**src/common/tscr_pkg.sv**
```systemverilog
// constants shared by the tuner configuration register bank
package tscr_pkg;

  // register pointer values as printed
  localparam logic [7:0] TSCR_ADDR_SYNTH   = 8'h06;
  localparam logic [7:0] TSCR_ADDR_OSC     = 8'h07;
  localparam logic [7:0] TSCR_ADDR_LOWPASS = 8'h08;
  localparam logic [7:0] TSCR_ADDR_CONTROL = 8'h09;
  localparam logic [7:0] TSCR_ADDR_SHUTDN  = 8'h0a;

  // 7-bit slave address with the strap bit in position 0
  localparam logic [6:0] TSCR_SLAVE_BASE   = 7'h60;

  // values after reset
  localparam logic [7:0] TSCR_RST_SYNTH    = 8'hc0;
  localparam logic [7:0] TSCR_RST_OSC      = 8'hcc;
  localparam logic [7:0] TSCR_RST_LOWPASS  = 8'h4b;
  localparam logic [7:0] TSCR_RST_CONTROL  = 8'h00;
  localparam logic [7:0] TSCR_RST_SHUTDN   = 8'h00;

  // bits that are stored; the rest are don't care
  localparam logic [7:0] TSCR_MASK_SYNTH   = 8'he0;
  localparam logic [7:0] TSCR_MASK_OSC     = 8'hff;
  localparam logic [7:0] TSCR_MASK_LOWPASS = 8'hff;
  localparam logic [7:0] TSCR_MASK_CONTROL = 8'haf;
  localparam logic [7:0] TSCR_MASK_SHUTDN  = 8'h7f;

  // field positions
  localparam int TSCR_BIT_DIVSEL   = 7;
  localparam int TSCR_BIT_PUMPSRC  = 6;
  localparam int TSCR_BIT_PUMPLVL  = 5;
  localparam int TSCR_BIT_BAND_MSB = 7;
  localparam int TSCR_BIT_BAND_LSB = 3;
  localparam int TSCR_BIT_AUTOSEL  = 2;
  localparam int TSCR_BIT_ADCLAT   = 1;
  localparam int TSCR_BIT_ADCRD    = 0;
  localparam int TSCR_BIT_STANDBY  = 7;
  localparam int TSCR_BIT_FACTPD   = 5;
  localparam int TSCR_BIT_GAIN_MSB = 3;
  localparam int TSCR_BIT_SYNTHOFF = 6;
  localparam int TSCR_BIT_DIVOFF   = 5;
  localparam int TSCR_BIT_OSCOFF   = 4;
  localparam int TSCR_BIT_BBOFF    = 3;
  localparam int TSCR_BIT_MIXOFF   = 2;
  localparam int TSCR_BIT_AMPOFF   = 1;
  localparam int TSCR_BIT_FEOFF    = 0;

  // serial byte framing
  localparam logic [3:0] TSCR_BITS_PER_BYTE = 4'h8;

endpackage : tscr_pkg

```
**src/common/tscr_line_if.sv**
```systemverilog
// line events passed from the edge detector to the serial slave
`timescale 1ns/100ps
`default_nettype none
interface tscr_line_if;
  logic scl_rise;
  logic scl_fall;
  logic start_det;
  logic stop_det;
  logic sda_bit;
  modport src (output scl_rise, output scl_fall, output start_det, output stop_det, output sda_bit);
  modport dst (input scl_rise, input scl_fall, input start_det, input stop_det, input sda_bit);
endinterface : tscr_line_if
`default_nettype wire

```
**src/tscr_line_edge.sv**
```systemverilog
// edge, start and stop detection on the two serial lines
`timescale 1ns/100ps
`default_nettype none
module tscr_line_edge
  import tscr_pkg::*;
(
  // clock and reset
  input  wire logic clk,
  input  wire logic reset,
  // serial lines
  input  wire logic scl,
  input  wire logic sda,
  // events
  tscr_line_if.src  ev
);

  logic scl_ff;
  logic sda_ff;

  // idle bus is high, so reset to high to avoid a false edge
  always_ff @(posedge clk) begin
    if (reset) begin
      scl_ff <= 1'b1;
      sda_ff <= 1'b1;
    end else begin
      scl_ff <= scl;
      sda_ff <= sda;
    end
  end

  assign ev.scl_rise  = scl & ~scl_ff;
  assign ev.scl_fall  = ~scl & scl_ff;
  assign ev.start_det = scl & scl_ff & sda_ff & ~sda;
  assign ev.stop_det  = scl & scl_ff & ~sda_ff & sda;
  assign ev.sda_bit   = sda;

endmodule : tscr_line_edge
`default_nettype wire

```
**src/tscr_field_decode.sv**
```systemverilog
// registered decode of stored register bytes into control outputs
`timescale 1ns/100ps
`default_nettype none
module tscr_field_decode
  import tscr_pkg::*;
(
  // clock
  input  wire logic       clk,
  input  wire logic       reset,
  // register values, next-state form
  input  wire logic [7:0] synth_val,
  input  wire logic [7:0] osc_val,
  input  wire logic [7:0] lowpass_val,
  input  wire logic [7:0] control_val,
  input  wire logic [7:0] shutdn_val,
  // decoded controls
  output logic            osc_out_divide_sel,
  output logic            pump_current_source_sel,
  output logic            pump_current_level,
  output logic [4:0]      oscillator_band_code,
  output logic            auto_band_select_en,
  output logic            tune_adc_latch,
  output logic            tune_adc_read_en,
  output logic [7:0]      baseband_corner_code,
  output logic            standby_ctl,
  output logic            factory_power_down,
  output logic [3:0]      baseband_gain_code,
  output logic            synth_off,
  output logic            divider_off,
  output logic            oscillator_off,
  output logic            baseband_off,
  output logic            rf_mixer_off,
  output logic            rf_amp_off,
  output logic            front_end_off
);

  // inputs already carry reset values while reset is high
  always_ff @(posedge clk) begin
    osc_out_divide_sel      <= synth_val[TSCR_BIT_DIVSEL];
    pump_current_source_sel <= synth_val[TSCR_BIT_PUMPSRC];
    pump_current_level      <= ~synth_val[TSCR_BIT_PUMPSRC] & synth_val[TSCR_BIT_PUMPLVL];
    oscillator_band_code    <= osc_val[TSCR_BIT_BAND_MSB:TSCR_BIT_BAND_LSB];
    auto_band_select_en     <= osc_val[TSCR_BIT_AUTOSEL];
    tune_adc_latch          <= ~osc_val[TSCR_BIT_AUTOSEL] & osc_val[TSCR_BIT_ADCLAT];
    tune_adc_read_en        <= ~osc_val[TSCR_BIT_AUTOSEL] & osc_val[TSCR_BIT_ADCRD];
    baseband_corner_code    <= lowpass_val;
    standby_ctl             <= control_val[TSCR_BIT_STANDBY];
    factory_power_down      <= control_val[TSCR_BIT_FACTPD];
    baseband_gain_code      <= control_val[TSCR_BIT_GAIN_MSB:0];
    // standby gates the signal path and synthesizer; bus and crystal stay up
    synth_off      <= shutdn_val[TSCR_BIT_SYNTHOFF] | control_val[TSCR_BIT_STANDBY];
    divider_off    <= shutdn_val[TSCR_BIT_DIVOFF]   | control_val[TSCR_BIT_STANDBY];
    oscillator_off <= shutdn_val[TSCR_BIT_OSCOFF]   | control_val[TSCR_BIT_STANDBY];
    baseband_off   <= shutdn_val[TSCR_BIT_BBOFF]    | control_val[TSCR_BIT_STANDBY];
    rf_mixer_off   <= shutdn_val[TSCR_BIT_MIXOFF]   | control_val[TSCR_BIT_STANDBY];
    rf_amp_off     <= shutdn_val[TSCR_BIT_AMPOFF]   | control_val[TSCR_BIT_STANDBY];
    front_end_off  <= shutdn_val[TSCR_BIT_FEOFF]    | control_val[TSCR_BIT_STANDBY];
  end

  pump_exclusive_a: assert property (@(posedge clk) disable iff (reset)
    pump_current_source_sel |-> !pump_current_level)
    else $error("pump level active while auto source selected");

  adc_gated_a: assert property (@(posedge clk) disable iff (reset)
    auto_band_select_en |-> !tune_adc_latch && !tune_adc_read_en)
    else $error("adc controls active while auto select on");

  standby_all_off_a: assert property (@(posedge clk) disable iff (reset)
    standby_ctl |-> synth_off && divider_off && oscillator_off && baseband_off
      && rf_mixer_off && rf_amp_off && front_end_off)
    else $error("standby left a block running");

endmodule : tscr_field_decode
`default_nettype wire

```
**src/tscr_config_regs.sv**
```systemverilog
// serial write slave and configuration registers of the tuner
//
// What this block does
// - bit 7 of synth register picks output divide by 2 (0) or 4 (1)
// - bit 6 set hands charge-pump current to the auto band selection
// - with bit 6 clear, bit 5 picks low or high pump current
// - 5-bit band code in bits 7..3 picks oscillator and seeds auto search; resets 11001
// - auto select bit 2 lets auto circuit choose; clear means written code only
// - with auto select off, bit 1 latches the tuning adc value
// - with auto select off, bit 0 enables tuning adc readout
// - 8-bit lowpass code sets baseband filter corner linearly
// - lowpass code resets to 01001011
// - standby turns off signal path and synthesizer, bus and crystal stay on
// - 4-bit gain code in bits 3..0 steps baseband gain per code
// - shutdown bits 6..4 power down synth loop, divider, oscillator
// - shutdown bits 3..0 power down baseband, mixer, rf amp, front end
// - pointer byte then data bytes, each to the next register until stop
// - every byte is shifted in most significant bit first
`timescale 1ns/100ps
`default_nettype none
module tscr_config_regs
  import tscr_pkg::*;
(
  // clock and reset
  input  wire logic       clk,
  input  wire logic       reset,
  // serial bus
  input  wire logic       scl,
  input  wire logic       sda_in,
  output logic            sda_out,
  output logic            sda_oe,
  input  wire logic       addr_sel,
  // synthesizer controls
  output logic            osc_out_divide_sel,
  output logic            pump_current_source_sel,
  output logic            pump_current_level,
  // oscillator controls
  output logic [4:0]      oscillator_band_code,
  output logic            auto_band_select_en,
  output logic            tune_adc_latch,
  output logic            tune_adc_read_en,
  // baseband controls
  output logic [7:0]      baseband_corner_code,
  output logic            standby_ctl,
  output logic            factory_power_down,
  output logic [3:0]      baseband_gain_code,
  // block shutdowns
  output logic            synth_off,
  output logic            divider_off,
  output logic            oscillator_off,
  output logic            baseband_off,
  output logic            rf_mixer_off,
  output logic            rf_amp_off,
  output logic            front_end_off
);

  typedef enum logic [2:0] {
    ST_IDLE,
    ST_SLV,
    ST_SLV_ACK,
    ST_PTR,
    ST_PTR_ACK,
    ST_DAT,
    ST_DAT_ACK,
    ST_SKIP
  } tscr_state_t;

  tscr_line_if ev ();

  tscr_state_t state_ff;
  tscr_state_t nxt_state;
  logic [7:0]  shift_ff;
  logic [3:0]  bitcnt_ff;
  logic [7:0]  ptr_ff;
  logic [7:0]  synth_ff;
  logic [7:0]  osc_ff;
  logic [7:0]  lowpass_ff;
  logic [7:0]  control_ff;
  logic [7:0]  shutdn_ff;
  logic [7:0]  nxt_synth;
  logic [7:0]  nxt_osc;
  logic [7:0]  nxt_lowpass;
  logic [7:0]  nxt_control;
  logic [7:0]  nxt_shutdn;
  logic        rx_state;
  logic        byte_done;
  logic        addr_match;
  logic        wr_en;

  tscr_line_edge u_edge (
    .clk   (clk),
    .reset (reset),
    .scl   (scl),
    .sda   (sda_in),
    .ev    (ev.src)
  );

  assign rx_state   = (state_ff == ST_SLV) || (state_ff == ST_PTR) || (state_ff == ST_DAT);
  assign byte_done  = rx_state && ev.scl_fall && (bitcnt_ff == TSCR_BITS_PER_BYTE);
  assign addr_match = (shift_ff[7:1] == (TSCR_SLAVE_BASE | {6'h00, addr_sel})) && !shift_ff[0];
  // commit on the falling edge that ends the acknowledge clock
  assign wr_en      = (state_ff == ST_DAT_ACK) && ev.scl_fall;

  // reads are not served here, so a read address is left unacknowledged
  always_comb begin
    nxt_state = state_ff;
    if (ev.stop_det) begin
      nxt_state = ST_IDLE;
    end else if (ev.start_det) begin
      nxt_state = ST_SLV;
    end else if (ev.scl_fall) begin
      case (state_ff)
        ST_SLV: begin
          if (byte_done) begin
            nxt_state = addr_match ? ST_SLV_ACK : ST_SKIP;
          end
        end
        ST_SLV_ACK: nxt_state = ST_PTR;
        ST_PTR: begin
          if (byte_done) begin
            nxt_state = ST_PTR_ACK;
          end
        end
        ST_PTR_ACK: nxt_state = ST_DAT;
        ST_DAT: begin
          if (byte_done) begin
            nxt_state = ST_DAT_ACK;
          end
        end
        ST_DAT_ACK: nxt_state = ST_DAT;
        default:    nxt_state = state_ff;
      endcase
    end
  end

  always_ff @(posedge clk) begin
    if (reset) begin
      state_ff <= ST_IDLE;
    end else begin
      state_ff <= nxt_state;
    end
  end

  // bit shifter, msb arrives first
  always_ff @(posedge clk) begin
    if (reset) begin
      shift_ff  <= 8'h00;
      bitcnt_ff <= 4'h0;
    end else if (ev.start_det || byte_done) begin
      bitcnt_ff <= 4'h0;
    end else if (rx_state && ev.scl_rise && (bitcnt_ff != TSCR_BITS_PER_BYTE)) begin
      shift_ff  <= {shift_ff[6:0], ev.sda_bit};
      bitcnt_ff <= bitcnt_ff + 4'h1;
    end
  end

  // register pointer with auto increment after each data byte
  always_ff @(posedge clk) begin
    if (reset) begin
      ptr_ff <= 8'h00;
    end else if ((state_ff == ST_PTR_ACK) && ev.scl_fall) begin
      ptr_ff <= shift_ff;
    end else if (wr_en) begin
      ptr_ff <= ptr_ff + 8'h01;
    end
  end

  // pull sda low through the whole acknowledge clock
  assign sda_out = 1'b0;
  assign sda_oe  = (state_ff == ST_SLV_ACK) || (state_ff == ST_PTR_ACK) || (state_ff == ST_DAT_ACK);

  // pointers outside this bank are acknowledged but store nothing
  always_comb begin
    nxt_synth   = synth_ff;
    nxt_osc     = osc_ff;
    nxt_lowpass = lowpass_ff;
    nxt_control = control_ff;
    nxt_shutdn  = shutdn_ff;
    if (reset) begin
      nxt_synth   = TSCR_RST_SYNTH;
      nxt_osc     = TSCR_RST_OSC;
      nxt_lowpass = TSCR_RST_LOWPASS;
      nxt_control = TSCR_RST_CONTROL;
      nxt_shutdn  = TSCR_RST_SHUTDN;
    end else if (wr_en) begin
      case (ptr_ff)
        TSCR_ADDR_SYNTH:   nxt_synth   = shift_ff & TSCR_MASK_SYNTH;
        TSCR_ADDR_OSC:     nxt_osc     = shift_ff & TSCR_MASK_OSC;
        TSCR_ADDR_LOWPASS: nxt_lowpass = shift_ff & TSCR_MASK_LOWPASS;
        TSCR_ADDR_CONTROL: nxt_control = shift_ff & TSCR_MASK_CONTROL;
        TSCR_ADDR_SHUTDN:  nxt_shutdn  = shift_ff & TSCR_MASK_SHUTDN;
        default:           nxt_synth   = synth_ff;
      endcase
    end
  end

  always_ff @(posedge clk) begin
    synth_ff   <= nxt_synth;
    osc_ff     <= nxt_osc;
    lowpass_ff <= nxt_lowpass;
    control_ff <= nxt_control;
    shutdn_ff  <= nxt_shutdn;
  end

  // decode follows next-state values so outputs line up with the stored bytes
  tscr_field_decode u_decode (
    .clk                     (clk),
    .reset                   (reset),
    .synth_val               (nxt_synth),
    .osc_val                 (nxt_osc),
    .lowpass_val             (nxt_lowpass),
    .control_val             (nxt_control),
    .shutdn_val              (nxt_shutdn),
    .osc_out_divide_sel      (osc_out_divide_sel),
    .pump_current_source_sel (pump_current_source_sel),
    .pump_current_level      (pump_current_level),
    .oscillator_band_code    (oscillator_band_code),
    .auto_band_select_en     (auto_band_select_en),
    .tune_adc_latch          (tune_adc_latch),
    .tune_adc_read_en        (tune_adc_read_en),
    .baseband_corner_code    (baseband_corner_code),
    .standby_ctl             (standby_ctl),
    .factory_power_down      (factory_power_down),
    .baseband_gain_code      (baseband_gain_code),
    .synth_off               (synth_off),
    .divider_off             (divider_off),
    .oscillator_off          (oscillator_off),
    .baseband_off            (baseband_off),
    .rf_mixer_off            (rf_mixer_off),
    .rf_amp_off              (rf_amp_off),
    .front_end_off           (front_end_off)
  );

  reset_defaults_a: assert property (@(posedge clk)
    $past(reset) |-> lowpass_ff == TSCR_RST_LOWPASS && osc_ff == TSCR_RST_OSC && synth_ff == TSCR_RST_SYNTH
      && control_ff == TSCR_RST_CONTROL && shutdn_ff == TSCR_RST_SHUTDN)
    else $error("register defaults wrong after reset");

  corner_follows_a: assert property (@(posedge clk) disable iff (reset)
    wr_en && ptr_ff == TSCR_ADDR_LOWPASS |=> baseband_corner_code == $past(shift_ff))
    else $error("corner code not taken from written byte");

  dont_care_a: assert property (@(posedge clk) disable iff (reset)
    synth_ff[4:0] == 5'h00 && control_ff[6] == 1'b0 && control_ff[4] == 1'b0 && shutdn_ff[7] == 1'b0)
    else $error("don't care bit stored");

  ptr_increment_a: assert property (@(posedge clk) disable iff (reset)
    wr_en |=> ptr_ff == $past(ptr_ff) + 8'h01)
    else $error("pointer did not advance after data byte");

  msb_first_a: assert property (@(posedge clk) disable iff (reset)
    rx_state && ev.scl_rise && bitcnt_ff < TSCR_BITS_PER_BYTE && !ev.start_det |=> shift_ff[0] == $past(ev.sda_bit)
      && shift_ff[7:1] == $past(shift_ff[6:0]))
    else $error("bit not shifted in at lsb end");

  commit_after_ack_a: assert property (@(posedge clk) disable iff (reset)
    $changed(control_ff) |-> $past(state_ff) == ST_DAT_ACK && $past(ev.scl_fall))
    else $error("register changed outside acknowledge end");

  ack_hold_a: assert property (@(posedge clk) disable iff (reset)
    byte_done && state_ff == ST_DAT |=> sda_oe throughout (!ev.scl_fall [*1]))
    else $error("acknowledge not driven after data byte");

  gain_write_a: assert property (@(posedge clk) disable iff (reset)
    wr_en && ptr_ff == TSCR_ADDR_CONTROL |=> baseband_gain_code == $past(shift_ff[3:0])
      && standby_ctl == $past(shift_ff[7]))
    else $error("control fields not decoded from written byte");

  divider_write_a: assert property (@(posedge clk) disable iff (reset)
    wr_en && ptr_ff == TSCR_ADDR_SYNTH |=> osc_out_divide_sel == $past(shift_ff[7])
      && pump_current_source_sel == $past(shift_ff[6]))
    else $error("synth fields not decoded from written byte");

  stop_idle_a: assert property (@(posedge clk) disable iff (reset)
    ev.stop_det |=> state_ff == ST_IDLE && !sda_oe)
    else $error("stop did not end the transfer");

  ack_release_a: assert property (@(posedge clk) disable iff (reset)
    sda_oe && ev.scl_fall |=> !sda_oe)
    else $error("acknowledge held past its clock");

  nack_refused_a: assert property (@(posedge clk) disable iff (reset)
    state_ff == ST_SLV && byte_done && !addr_match |=> !sda_oe && state_ff == ST_SKIP)
    else $error("foreign or read address acknowledged");

  ptr_load_a: assert property (@(posedge clk) disable iff (reset)
    state_ff == ST_PTR_ACK && ev.scl_fall |=> ptr_ff == $past(shift_ff))
    else $error("pointer not loaded from pointer byte");

  hold_between_writes_a: assert property (@(posedge clk) disable iff (reset)
    !wr_en |=> $stable(lowpass_ff) && $stable(osc_ff) && $stable(synth_ff) && $stable(shutdn_ff))
    else $error("register changed without a completed data byte");

  band_write_a: assert property (@(posedge clk) disable iff (reset)
    wr_en && ptr_ff == TSCR_ADDR_OSC |=> oscillator_band_code == $past(shift_ff[7:3])
      && auto_band_select_en == $past(shift_ff[2]))
    else $error("oscillator fields not decoded from written byte");

  shutdown_write_a: assert property (@(posedge clk) disable iff (reset)
    wr_en && ptr_ff == TSCR_ADDR_SHUTDN && !standby_ctl |=> synth_off == $past(shift_ff[6])
      && front_end_off == $past(shift_ff[0]))
    else $error("shutdown fields not decoded from written byte");

endmodule : tscr_config_regs
`default_nettype wire

```
**config.mk**
```make
export PLATFORM = sky130hd
export DESIGN_NAME = tscr_config_regs
export DESIGN_NICKNAME = d
export VERILOG_FILES = /design/src/common/tscr_pkg.sv /design/src/common/tscr_line_if.sv /design/src/tscr_line_edge.sv /design/src/tscr_field_decode.sv /design/src/tscr_config_regs.sv
export SDC_FILE = /design/constraint.sdc
export NUM_CORES = 1
export LEC_CHECK = 0
export ABC_CLOCK_PERIOD_IN_PS = 3100
export BUFFER_PORTS_ARGS = -buffer_cell sky130_fd_sc_hd__buf_2
export CAP_MARGIN = 20
export CORE_MARGIN = 5
export CORE_UTILIZATION = 44
export DETAILED_ROUTE_END_ITERATION = 10
export SETUP_SLACK_MARGIN = 0.3
export SYNTH_ARGS = -nofsm -noshare
export SYNTH_HDL_FRONTEND = slang
export SYNTH_SLANG_ARGS = --single-unit
```
**constraint.sdc**
```tcl
create_clock -name clk -period 3.1 [get_ports clk]
set_input_delay 0 -clock clk [delete_from_list [all_inputs] [get_ports clk]]
set_output_delay 0 -clock clk [all_outputs]
set_load 0.05 [all_outputs]
```
==> results.json <==
{
  "post_cts.resized_instances": 0,
  "antennaDiodeCount": 0,
  "final_layout_size_suffix_gt1_share_pct": 20.2,
  "count_of_maximum_capacitance_violations": 0,
  "power.clock.fraction_pct": 44.7,
  "synth_edf_count": 0,
  "max_stage_delay_ns": 0.68,
  "detailed_place_hpwl_um": 4140,
  "worst_setup_hold_path_clk_slew_ns": 0.07,
  "die_outline_width_um": 91.3,
  "max_slew_margin_pct": 48.8,
  "endpoint_kind": "flip-flop",
  "die_y_um": 91.3,
  "hold_viol_final": 0,
  "boundary_pin_count": 39,
  "setup_viol": 0,
  "seqPwrFrac_pct": 52.9,
  "clock.fmax_mhz": 414,
  "antenna_found_initial": 0,
  "row_count": 29,
  "postSynthCellCount": 309,
  "vias_per_cell": 5.22,
  "result_of_the_run": "complete, no violations",
  "synth-warning-count": 0,
  "distinct_cell_type_count_of_the_synthesized_netlist": 52,
  "cts_setup_buffers": 0,
  "drt_first_pass_iters": 4,
  "clock_skew_ns": 0.0104,
  "fin_setup_tns_ns": 0,
  "pin_count_of_the_biggest_net_entering_global_routing": 46,
  "worst_path_max_delay_cell": "sky130_fd_sc_hd__or4b_1",
  "hp-class": "in -> reg",
  "layout_commonest_cell": "sky130_fd_sc_hd__dfxtp_1",
  "power_density_mw_per_mm2": 491,
  "h-tree-depth": 3,
  "worstSetupStartpointType": "flip-flop",
  "syn2layout_area_growth_pct": 14.8,
  "floorplan.initialDensity_pct": 45.5,
  "buffer_ports.inserted": 37,
  "most-common-layout-cells": "67 x sky130_fd_sc_hd__dfxtp_1, 44 x sky130_fd_sc_hd__nor2_1, 37 x sky130_fd_sc_hd__buf_2",
  "swShare_pct": 21.2,
  "yosys_most_used_dff": "sky130_fd_sc_hd__dfxtp_1",
  "n_fill_cell": 605,
  "synthesis.area_per_instance_um2": 9.41,
  "wl_per_cell_um": 15.0,
  "max-clock-path-buffers": 2,
  "wire_length_of_the_first_global_routing_pass_um": 10400,
  "timing.setup.critical_path_class": "reg -> reg",
  "total_switching_power_uw": 348,
  "design.final.nets": 348,
  "synth-async-reset-ratio_pct": 0,
  "comb_power_share_pct": 2.4,
  "synth.yosys.seq_area_share_pct": 46.1,
  "wirelength_um": 6270,
  "cellInternalPower_uw": 1290,
  "crit_path_max_fo": 8,
  "grt.total_usage_pct": 15.6,
  "final.period_utilization_pct": 78.0,
  "ir_worst_vdd_mv": 0.260,
  "core_region_area_mm2": 0.00639,
  "max_slew.worst_pin.slew_ns": 0.768,
  "gp_routability_congestion": 0.774,
  "post_synth_instance_area_mm2": 0.00291,
  "insertion_delay_ns": 0.34,
  "postRouteAntennaNets": 0,
  "timing_max_transition_violations_final": 0,
  "power.static_leakage_uw": 0.00126,
  "root_buffer": "sky130_fd_sc_hd__clkbuf_8",
  "synth_fp_nets": 320,
  "finalWorstPathRequiredPeriod_ns": 2.42,
  "post-route-drc-count": 0,
  "required_ns": 3.29,
  "post_cts_hold_buffers": 2,
  "yosys_register_bits": 67,
  "total_power_uw": 1640,
  "numCtsBuffers": 9,
  "via_count_of_the_first_global_routing_pass": 2027,
  "detailroute.via_count": 2189,
  "globalRoute.totalOverflow": 0,
  "timing.critical_path.arrival_ns": 2.61,
  "detailedRoute.firstIterationViolations": 119,
  "tritoncts": "yes",
  "grt_setup_unrepaired": "no",
  "die_outline_area_mm2": 0.00833,
  "crit_chain": "or4b_1 > nor4_4 > buf_4 > mux2i_1 > a21oi_1",
  "cts_sinks": 67
}
[through the flow]
step | hold WS, ns | cells | util (%) | setup slack [ns] | area [um2]
after floorplan | 0.107 | 309 | - | 0.924 | 2910
after global placement | 0.270 | 401 | 48.8 | 0.693 | 3110
after detailed placement | 0.275 | 401 | 48.8 | 0.683 | 3110
after CTS | 0.148 | 419 | 52.3 | 0.668 | 3340
after global routing | 0.189 | 419 | 52.3 | 0.425 | 3340
final | 0.161 | 419 | 52.3 | 0.682 | 3340
[synth_stat cells (2+ instances only)]
master / instances / share of area (%)
sky130_fd_sc_hd__a211o_1: 4 / 1.2
sky130_fd_sc_hd__a211oi_1: 2 / 0.52
sky130_fd_sc_hd__a21oi_1: 20 / 3.4
sky130_fd_sc_hd__a22oi_1: 2 / 0.52
sky130_fd_sc_hd__a31oi_1: 3 / 0.65
sky130_fd_sc_hd__buf_2: 5 / 0.86
sky130_fd_sc_hd__buf_4: 6 / 1.5
sky130_fd_sc_hd__clkbuf_1: 18 / 2.3
sky130_fd_sc_hd__dfxtp_1: 67 / 46
sky130_fd_sc_hd__ha_1: 6 / 2.6
sky130_fd_sc_hd__inv_1: 4 / 0.52
sky130_fd_sc_hd__mux2i_1: 36 / 12
sky130_fd_sc_hd__nand2_1: 8 / 1.0
sky130_fd_sc_hd__nand2b_1: 6 / 1.3
sky130_fd_sc_hd__nand3_1: 7 / 1.2
sky130_fd_sc_hd__nand3b_1: 8 / 2.1
sky130_fd_sc_hd__nor2_1: 44 / 5.7
sky130_fd_sc_hd__nor2b_1: 8 / 1.7
sky130_fd_sc_hd__nor3_1: 6 / 1.0
sky130_fd_sc_hd__nor4_1: 2 / 0.43
sky130_fd_sc_hd__nor4_2: 2 / 0.86
sky130_fd_sc_hd__nor4b_1: 2 / 0.60
sky130_fd_sc_hd__nor4bb_1: 2 / 0.69
sky130_fd_sc_hd__o21a_1: 2 / 0.52
sky130_fd_sc_hd__o21ai_0: 6 / 1.0
sky130_fd_sc_hd__o22ai_1: 2 / 0.43
sky130_fd_sc_hd__or2_2: 2 / 0.43
sky130_fd_sc_hd__or3b_2: 2 / 0.60
sky130_fd_sc_hd__xnor2_1: 4 / 1.2
[registers in the layout, summed over array words and instances (netlist names), 3 cells and up]
signal and cells:
u_decode.baseband_corner_code 8, u_decode.oscillator_band_code 3, u_decode.baseband_gain_code 3, control_ff 3, shift_ff 8, state_ff 3, shutdn_ff 7, bitcnt_ff 4
synth_ff 3, ptr_ff 8, osc_ff 5
[power groups by stage]
stage,clock network [uW],logic [uW],registers [uW]
after CTS,755,39.4,867
after global routing,790,43.4,868
final,732,39.3,868
after detailed placement,0,37.6,887
after global placement,0,37.4,887
after floorplan,0,28.9,886
[cells by family (layout without fill, tap and decap cells)]
| kind of cell | count (synthesis) | count (layout) | synth area share (%) |
|---|---|---|---|
| buffers and inverters | 35 | 68 | 5.51 |
| other | 1 | 1 | 0.129 |
| AOI/OAI and AO/OA | 49 | 49 | 10.5 |
| muxes | 36 | 36 | 12.4 |
| xor gates and xnor gates | 5 | 5 | 1.51 |
| adders and majority gates | 6 | 6 | 2.58 |
| and+or+nand+nor | 110 | 110 | 21.2 |
| DFF | 67 | 67 | 46.1 |
[area by class of cell]
| cell class | count | area, um2 | area share [%] |
|---|---|---|---|
| clock buffers | 12 | 155 | 4.65 |
| clock inverters | 4 | 48.8 | 1.46 |
| inverters | 5 | 18.8 | 0.562 |
| well taps | 77 | 96.3 | 2.89 |
| multi-input cells | 207 | 1410 | 42.3 |
| repair buffers | 47 | 265 | 7.95 |
| flip-flops and latches | 67 | 1340 | 40.2 |
[layer usage]
layer,GRT usage (%),share of wire [%]
met3,4.05,4.1
met4,6.60,1.1
met1,21.2,49
met5,0,0
met2,23.3,45
[final timing paths]
| check | startpoint | endpoint | slack [ns] | cells past startpoint |
|---|---|---|---|---|
| worst max-delay path | ptr_ff[4] | u_decode.oscillator_off | 0.68 | 5 |
| worst min-delay path | addr_sel | state_ff[2] | 0.16 | 5 |
| worst max register to register | ptr_ff[4] | u_decode.oscillator_off | 0.68 | 5 |
| worst min register to register | u_decode.oscillator_band_code[0] | u_decode.oscillator_band_code[0] | 0.48 | 2 |
[worst max-delay path: cells and delay by family, from the launching register on]
kind / cells / cell delay [ns]
AND/OR/NAND/NOR: 2 / 0.97
buffers and inverters: 1 / 0.21
multiplexers: 1 / 0.58
AO/OA/AOI/OAI: 1 / 0.16
flip-flops: 1 / 0.36
No activity file was read; power rests on OpenSTA's default activity.
